===== src/arb_pkg.sv =====
// Package with timing constants and state codes for the bus arbiter
`default_nettype none
package arb_pkg;
  // ************************************************
  // Timing
  // ************************************************
  localparam int unsigned CLK_PERIOD_PS   = 10000;
  localparam int unsigned GRANT_MIN_HALF  = 3;
  localparam int unsigned GRANT_MAX_HALF  = 7;
  localparam int unsigned STROBE_GAP_HALF = 3;
  localparam int unsigned FC_GAP_CLKS     = 1;
  // Half periods rounded up to whole cycles for least times
  localparam int unsigned STROBE_GAP_CYC  = (STROBE_GAP_HALF + 1) / 2;
  localparam int unsigned FC_GAP_CYC      = FC_GAP_CLKS;
  localparam logic [1:0]  GAP_STROBE      = 2'(STROBE_GAP_CYC);
  localparam logic [1:0]  GAP_FC          = 2'(FC_GAP_CYC);
  localparam logic [1:0]  GAP_ZERO        = 2'h0;
  localparam logic [1:0]  GAP_ONE         = 2'h1;

  // ************************************************
  // States
  // ************************************************
  typedef enum logic [4:0] {
    ST_OWN     = 5'h01,
    ST_WAITEND = 5'h02,
    ST_GRANT   = 5'h04,
    ST_EXTERN  = 5'h08,
    ST_RECOVER = 5'h10
  } arb_state_t;
endpackage
`default_nettype wire


===== src/arb_sync_if.sv =====
// Interface carrying synchronised arbitration inputs
`default_nettype none
interface arb_sync_if;
  logic req_n_s;
  logic ack_n_s;
  modport src (output req_n_s, output ack_n_s);
  modport dst (input req_n_s, input ack_n_s);
endinterface
`default_nettype wire


===== src/arb_sync.sv =====
// Two-stage synchronisers for request and acknowledge
`default_nettype none
module arb_sync (
  input  wire logic   ref_clk,
  input  wire logic   rst_n,
  input  wire logic   bus_request_n,
  input  wire logic   grant_acknowledge_n,
  arb_sync_if.src     sync
);
  logic [1:0] s1_q;
  logic [1:0] s1_d;
  logic [1:0] s2_q;
  logic [1:0] s2_d;

  // ************************************************
  // Synchroniser
  // ************************************************
  // two flop stages
  always_comb begin
    s1_d = {grant_acknowledge_n, bus_request_n};
    s2_d = s1_q;
  end

  always_ff @(posedge ref_clk) begin
    if (!rst_n) begin
      s1_q <= 2'h3;
      s2_q <= 2'h3;
    end else begin
      s1_q <= s1_d;
      s2_q <= s2_d;
    end
  end

  assign sync.req_n_s = s2_q[0];
  assign sync.ack_n_s = s2_q[1];
endmodule
`default_nettype wire


===== src/cpu_bus_arbitration.sv =====
// Bus arbitration logic of the processor bus interface
// Behaviour
// - Grant follows a request asserted by 1.5 to 3.5 clock periods.
// - Grant drops 1.5 to 3.5 periods after a request withdrawn under grant.
// - Grant drops 1.5 to 3.5 periods after acknowledge is asserted.
// - A request still held after that window may be granted again.
// - A request withdrawn before any ack returns the bus to the processor.
// - Strobes and read/write stay off 1.5 periods after ack release.
// - Function code and valid address stay off 1 period after ack release.
// - Strobes and read/write stay off 1.5 periods after a bare withdrawal.
// - Function code and valid address stay off 1 period then too.
// - With grant given and the strobe negated the bus floats.
`default_nettype none
module cpu_bus_arbitration (
  input  wire logic ref_clk,
  input  wire logic rst_n,
  input  wire logic bus_request_n,
  input  wire logic grant_acknowledge_n,
  input  wire logic address_strobe_n,
  output logic      bus_grant_n,
  output logic      strobe_drive_en,
  output logic      fc_drive_en,
  output logic      bus_drive_en,
  output logic      bus_owned
);
  arb_sync_if sync ();

  arb_sync u_sync (
    .ref_clk             (ref_clk),
    .rst_n               (rst_n),
    .bus_request_n       (bus_request_n),
    .grant_acknowledge_n (grant_acknowledge_n),
    .sync                (sync)
  );

  arb_pkg::arb_state_t state_q;
  arb_pkg::arb_state_t state_d;
  logic [1:0]          gap_q;
  logic [1:0]          gap_d;
  logic                grant_q;
  logic                grant_d;
  logic                sdrv_q;
  logic                sdrv_d;
  logic                fdrv_q;
  logic                fdrv_d;
  logic                bdrv_q;
  logic                bdrv_d;
  logic                late_q;
  logic                late_d;
  logic                owned_q;
  logic                owned_d;

  // ************************************************
  // Synchronised inputs
  // ************************************************
  logic req;
  logic ack;
  assign req = ~sync.req_n_s;
  assign ack = ~sync.ack_n_s;

  // ************************************************
  // Arbitration state machine
  // ************************************************
  always_comb begin
    state_d = state_q;
    gap_d   = gap_q;
    grant_d = grant_q;
    sdrv_d  = sdrv_q;
    fdrv_d  = fdrv_q;
    bdrv_d  = bdrv_q;
    case (state_q)
      arb_pkg::ST_OWN: begin
        sdrv_d = 1'b1;
        fdrv_d = 1'b1;
        bdrv_d = 1'b1;
        if (req) begin
          grant_d = 1'b1;
          state_d = arb_pkg::ST_WAITEND;
        end
      end
      arb_pkg::ST_WAITEND: begin
        if (!req && !ack) begin
          grant_d = 1'b0;
          gap_d   = arb_pkg::GAP_STROBE;
          state_d = arb_pkg::ST_RECOVER;
        end else if (ack) begin
          grant_d = 1'b0;
          state_d = arb_pkg::ST_EXTERN;
        end else if (address_strobe_n) begin
          sdrv_d  = 1'b0;
          fdrv_d  = 1'b0;
          bdrv_d  = 1'b0;
          state_d = arb_pkg::ST_GRANT;
        end
      end
      arb_pkg::ST_GRANT: begin
        if (ack) begin
          grant_d = 1'b0;
          state_d = arb_pkg::ST_EXTERN;
        end else if (!req) begin
          grant_d = 1'b0;
          gap_d   = arb_pkg::GAP_STROBE;
          state_d = arb_pkg::ST_RECOVER;
        end
      end
      arb_pkg::ST_EXTERN: begin
        sdrv_d = 1'b0;
        fdrv_d = 1'b0;
        bdrv_d = 1'b0;
        if (req && late_q && !grant_q) begin
          grant_d = 1'b1;
        end else if (!req && grant_q) begin
          grant_d = 1'b0;
        end
        if (!ack) begin
          grant_d = 1'b0;
          gap_d   = arb_pkg::GAP_STROBE;
          state_d = arb_pkg::ST_RECOVER;
        end
      end
      arb_pkg::ST_RECOVER: begin
        if (gap_q != arb_pkg::GAP_ZERO) begin
          gap_d = gap_q - arb_pkg::GAP_ONE;
        end
        if (gap_q <= arb_pkg::GAP_STROBE - arb_pkg::GAP_FC) begin
          fdrv_d = 1'b1;
        end
        if (gap_q == arb_pkg::GAP_ZERO) begin
          sdrv_d  = 1'b1;
          bdrv_d  = 1'b1;
          state_d = arb_pkg::ST_OWN;
        end
      end
      default: begin
        state_d = arb_pkg::ST_OWN;
        grant_d = 1'b0;
      end
    endcase
  end

  always_ff @(posedge ref_clk) begin
    if (!rst_n) begin
      state_q <= arb_pkg::ST_OWN;
      gap_q   <= arb_pkg::GAP_ZERO;
      grant_q <= 1'b0;
      sdrv_q  <= 1'b1;
      fdrv_q  <= 1'b1;
      bdrv_q  <= 1'b1;
    end else begin
      state_q <= state_d;
      gap_q   <= gap_d;
      grant_q <= grant_d;
      sdrv_q  <= sdrv_d;
      fdrv_q  <= fdrv_d;
      bdrv_q  <= bdrv_d;
    end
  end

  // ************************************************
  // Late request flag
  // ************************************************
  // request held past hand-over
  always_comb begin
    late_d = 1'b0;
    if (state_q == arb_pkg::ST_EXTERN) begin
      late_d = req;
    end
  end

  always_ff @(posedge ref_clk) begin
    if (!rst_n) begin
      late_q <= 1'b0;
    end else begin
      late_q <= late_d;
    end
  end

  // ************************************************
  // Owner flag
  // ************************************************
  // processor owns bus again
  always_comb begin
    owned_d = 1'b0;
    if (state_d == arb_pkg::ST_OWN) begin
      owned_d = 1'b1;
    end
  end

  always_ff @(posedge ref_clk) begin
    if (!rst_n) begin
      owned_q <= 1'b1;
    end else begin
      owned_q <= owned_d;
    end
  end

  // ************************************************
  // Outputs
  // ************************************************
  assign bus_grant_n     = ~grant_q;
  assign strobe_drive_en = sdrv_q;
  assign fc_drive_en     = fdrv_q;
  assign bus_drive_en    = bdrv_q;
  assign bus_owned       = owned_q;
endmodule
`default_nettype wire


===== config.mk =====
export PLATFORM = sky130hd
export DESIGN_NAME = cpu_bus_arbitration
export DESIGN_NICKNAME = d
export VERILOG_FILES = /design/src/arb_pkg.sv /design/src/arb_sync_if.sv /design/src/arb_sync.sv /design/src/cpu_bus_arbitration.sv
export SDC_FILE = /design/constraint.sdc
export NUM_CORES = 1
export LEC_CHECK = 0
export ABC_AREA = 1
export BUFFER_PORTS_ARGS = -buffer_cell sky130_fd_sc_hd__buf_2
export CORE_ASPECT_RATIO = 1.5
export CORE_MARGIN = 1.5
export CORE_UTILIZATION = 40
export CTS_CLUSTER_DIAMETER = 80
export CTS_CLUSTER_SIZE = 16
export DETAILED_ROUTE_END_ITERATION = 8
export HOLD_SLACK_MARGIN = 0.05
export PLACE_DENSITY = 0.57
export REMOVE_ABC_BUFFERS = 1
export SLEW_MARGIN = 30
export SYNTH_ARGS = -nofsm -noshare
export SYNTH_HDL_FRONTEND = slang
export SYNTH_HIERARCHICAL = 1
export SYNTH_SLANG_ARGS = --single-unit

===== constraint.sdc =====
create_clock -name ref_clk -period 1.6 [get_ports ref_clk]
set_input_delay 0.32 -clock ref_clk [delete_from_list [all_inputs] [get_ports ref_clk]]
set_output_delay 0.32 -clock ref_clk [all_outputs]
set_load 0.05 [all_outputs]

Word level (Yosys, flattened, before mapping)
Index checks and enable logic that the tools add are counted.
- bits in registers: 16
- add/subtract/negate cells: 1
- reduce and logical (&&, ||, !) cells: 14
- multiplexer cells: 32
- bitwise logic cells: 3
- order comparisons: 1
- equality and inequality tests: 20
- operators with widths (cell ; number):
    $mux W5 ; 8
    $pmux W5 S5 ; 1
    $reduce_and A5 Y1 ; 3
    $mux W1 ; 14
    $ne A2 B2 Y1 const B ; 7
    $eq A5 B1 Y1 const B ; 2
    $mux W2 ; 5
    $ne A2 B1 Y1 const B ; 4
    $pmux W1 S4 ; 2
    $pmux W2 S4 ; 1
    $reduce_bool A4 Y1 ; 2
    $ne A3 B3 Y1 const B ; 2
    $reduce_and A6 Y1 ; 1
    $eq A5 B2 Y1 const B ; 1
    $eq A5 B3 Y1 const B ; 1
    $eq A5 B4 Y1 const B ; 1
    $eq A5 B5 Y1 const B ; 1
    $pmux W1 S5 ; 1
    $logic_and A1 B1 Y1 ; 4
    $ne A4 B3 Y1 const B ; 1
    $not A1 Y1 ; 3
    $le A2 B1 Y1 const B ; 1
    $logic_not A2 Y1 ; 1
    $reduce_and A2 Y1 ; 1
    3 further kinds ; 3

Depth between registers and ports, before layout
- depth after elaboration: 6
- gate-level depth with buffers: 10
- mapped depth without buffers: 10

Hierarchy
The synthesis kept the hierarchy.
- by module, submodules not included (module ; cells an instance ; area each (um^2) ; instances):
    cpu_bus_arbitration ; 112 ; 729.4 ; 1
    arb_sync ; 12 ; 110.1 ; 1

Worst setup path before layout
Ideal clock, no wire load.
- path type: register to output
- from: register bus_drive_en (netlist name)
- to: output port strobe_drive_en
- slack: 0.367 ns
- cell stages (with the launch flop): 2
- arrival: 0.913 ns
- cells stage by stage: dfxtp_1 > buf_4
- RTL lines (item ; line ; RTL):
    end: declaration ; cpu_bus_arbitration.sv:21 ; output logic strobe_drive_en,

Worst setup path in the final report
- from: register state_q[0]
- to: register grant_q
- cells in the longest elaborated chain, start to end: 3
- ends and longest elaborated chain (item ; line ; RTL):
    start: declaration ; cpu_bus_arbitration.sv:36 ; arb_pkg::arb_state_t state_q;
    start signal: assignment ; cpu_bus_arbitration.sv:143 ; state_q <= arb_pkg::ST_OWN;
    start signal: assignment ; cpu_bus_arbitration.sv:150 ; state_q <= state_d;
    $eq A5 B4 Y1 (tied with other cells) ; cpu_bus_arbitration.sv:71 ; case (state_q)
    $ne A4 B3 Y1 (no source line) (tied with other cells) ; -- ;
    $reduce_and A5 Y1 (no source line) ; -- ;
    end signal: assignment ; cpu_bus_arbitration.sv:152 ; grant_q <= grant_d;
    end: declaration ; cpu_bus_arbitration.sv:40 ; logic grant_q;
Several ways; a longest one is shown, not always the timed one.
A chain may end at the register's enable or synchronous reset.

==> results.json <==
{
  "worst_slew_pin_slew_ns": 0.379,
  "io_buffers": 9,
  "startpoint_type": "flop",
  "min_path_type": "input port to flop",
  "gp_congestion": 0.801,
  "synth.cell_area_um2": 840,
  "grt-ovfl-total": 0,
  "switching_share": 0.280,
  "layout_min_cycle_time_ns": 1.35,
  "cts_buffers": 3,
  "crit_chain": "nor2_2 -> nand2_1 -> nor2_1 -> nand3_1 -> nand3_1 -> nand2_1 -> a21oi_2",
  "cp_top_family": "simple AND/OR/NAND/NOR gates",
  "die_y_um": 59.1,
  "wl_per_cell_um": 10.8,
  "clock.fmax_mhz": 743,
  "status": "finished clean",
  "critPathMaxFanout": 6,
  "grt_pass1_wl_um": 2750,
  "cts_sinks": 16,
  "vias_per_cell": 5.02,
  "p_sw_mw": 0.227,
  "finalWirelength_um": 1690,
  "first_pass_iters": 4,
  "cts_tree": "yes",
  "p_comb_frac": 0.142,
  "worstPathBufferInverterCount": 0,
  "fin_skew_ns": 0.00516,
  "rsz0062_at_grt": "no",
  "syn_area_per_cell_um2": 6.77,
  "synth.distinct_cells": 20,
  "final_nets": 143,
  "grt_max_degree": 14,
  "synth_cells": 124,
  "fin_crit_sh": 0.841,
  "tns_ns": 0,
  "drc_errors": 0,
  "cts_buffer_depth": 2,
  "cts_resized": 0,
  "pwr-share-seq": 0.521,
  "insertion_delay_ns": 0.29,
  "ios": 10,
  "synthToLayoutAreaGrowth_pct": 11.5,
  "worstPathArrival_ns": 1.58,
  "cts-root-buf": "clkbuf_4",
  "slew_headroom": 0.745,
  "required_ns": 1.83,
  "post-cts-setup-buffers": 0,
  "path_clk_slew_ns": 0.10,
  "cts_hold_buf": 0,
  "final_common_cell": "inv_1",
  "antenna_found_initial": 0,
  "power_density_nw_per_um2": 867,
  "drt_iter0_drc": 26,
  "maxCapViolCount": 0,
  "setup_viol": 0,
  "power_frac_clock": 0.337,
  "power_mw": 0.811,
  "track_usage": 0.171,
  "vias": 788,
  "crit_type": "flop to flop",
  "peakVddDrop_uv": 563,
  "postRouteAntennaNets": 0,
  "start_util": 0.419,
  "ys_warn_count": 6,
  "fin_hold_ws_ns": 0.195,
  "synth-seq-cells": 16,
  "hold_viol": 0,
  "report.final.slew_viol_count": 0,
  "core_area_um2": 2000,
  "crit_path_end_kind": "flop",
  "grt_pass1_vias": 680,
  "drive_gt1_frac": 0.185,
  "hpwl_um": 1320,
  "diodes": 0,
  "dp_cells": 153,
  "htreeDepth": 1,
  "layout.cells.non_filler": 157,
  "final_cell_mix": "27 x inv_1, 26 x nand2_1, 16 x dfxtp_1, 14 x nand3_1, 11 x nor2_1",
  "crit_slowest_cell": "dfxtp_1",
  "pre_cts_slack_ns": 0.272,
  "cp_slowest_stage_delay_ns": 0.35,
  "power.leakage_nw": 0.487,
  "num_rows": 20,
  "p_int_mw": 0.584,
  "fill_cells": 212,
  "ys_seq_area_frac": 0.382,
  "fin_ws_ns": 0.255,
  "die_w_um": 40.4,
  "die_area_um2": 2390
}
==> state kept, by name (all words and copies together) (netlist names) <==
signal and flops:
state_q 5, gap_q 2, u_sync/s1_q 2, u_sync/s2_q 2
bus_drive_en 1, bus_owned 1, fc_drive_en 1, grant_q 1
late_q 1
==> final cells by class <==
| cell class | instances | area [um2] | share of cell area |
|---|---|---|---|
| Multi-Input combinational cell | 78 | 402 | 0.429 |
| Sequential cell | 16 | 320 | 0.342 |
| Inverter | 28 | 105 | 0.112 |
| Timing Repair Buffer | 9 | 45.0 | 0.0481 |
| Clock buffer | 4 | 36.3 | 0.0388 |
| Tap cell | 22 | 27.5 | 0.0294 |
==> worst reg2reg max path: stages, from the launching register on <==
cell and delay (ns):
dfxtp_1 0.35, nor2_2 0.25, nand2_1 0.09, nor2_1 0.22, nand3_1 0.12, nand3_1 0.10, nand2_1 0.06, a21oi_2 0.10
==> per-layer routing <==
metal,share of wire,global-route usage
met5,0,0
met4,0.018,0.105
met3,0.030,0.0226
met2,0.52,0.279
met1,0.43,0.200
==> worst paths after layout <==
| kind | start | end | slack (ns) | cells past startpoint |
|---|---|---|---|---|
| setup / recovery | state_q[0]$_SDFF_PN1_ | grant_q$_SDFFE_PN0P_ | 0.25 | 7 |
| hold / removal | grant_acknowledge_n | u_sync/s1_q[1]$_SDFF_PN1_ | 0.20 | 3 |
| setup reg to reg | state_q[0]$_SDFF_PN1_ | grant_q$_SDFFE_PN0P_ | 0.25 | 7 |
| hold reg to reg | u_sync/s1_q[0]$_SDFF_PN1_ | u_sync/s2_q[0]$_SDFF_PN1_ | 0.41 | 2 |
==> cells in the mapped netlist <==
cell / count / area share
nor2_2: 3 / 0.022
buf_2: 1 / 0.0060
nand3_2: 2 / 0.024
a21oi_1: 1 / 0.0060
inv_2: 1 / 0.0045
nor2_4: 1 / 0.013
buf_4: 1 / 0.0089
nand3_1: 14 / 0.083
dfxtp_1: 16 / 0.38
a31oi_1: 1 / 0.0075
nand4_1: 8 / 0.060
inv_1: 27 / 0.12
o21ai_0: 2 / 0.012
a211oi_1: 1 / 0.0089
nand2_1: 26 / 0.12
nor3_1: 1 / 0.0060
nor2_1: 11 / 0.049
nand2_2: 4 / 0.030
ha_1: 2 / 0.030
a21oi_2: 1 / 0.010
==> per-stage QoR <==
stage	utilization	instance area (um2)
after floorplan	-	827
after global placement	0.449	900
after detailed placement	0.449	900
after CTS	0.468	936
after global routing	0.468	936
final	0.468	936
==> logic make-up (layout without fill, tap and decap cells) <==
family          after synthesis  count (layout)  share of synthesized area
simple gates                 70              70                      0.404
compound gates                6               6                     0.0447
fa+ha+maj                     2               2                     0.0298
buf+inv                      30              41                      0.140
flops                        16              16                      0.382
==> power by group through the flow <==
stage | Combinational (mW) | Sequential [mW] | Clock (mW)
6_report | 0.115 | 0.422 | 0.273
5_1_grt | 0.128 | 0.424 | 0.296
4_1_cts | 0.116 | 0.422 | 0.281
3_5_place_dp | 0.115 | 0.432 | 0
3_3_place_gp | 0.115 | 0.432 | 0
2_1_floorplan | 0.0626 | 0.454 | 0
Note: power is estimated with default switching activity, not from simulation.
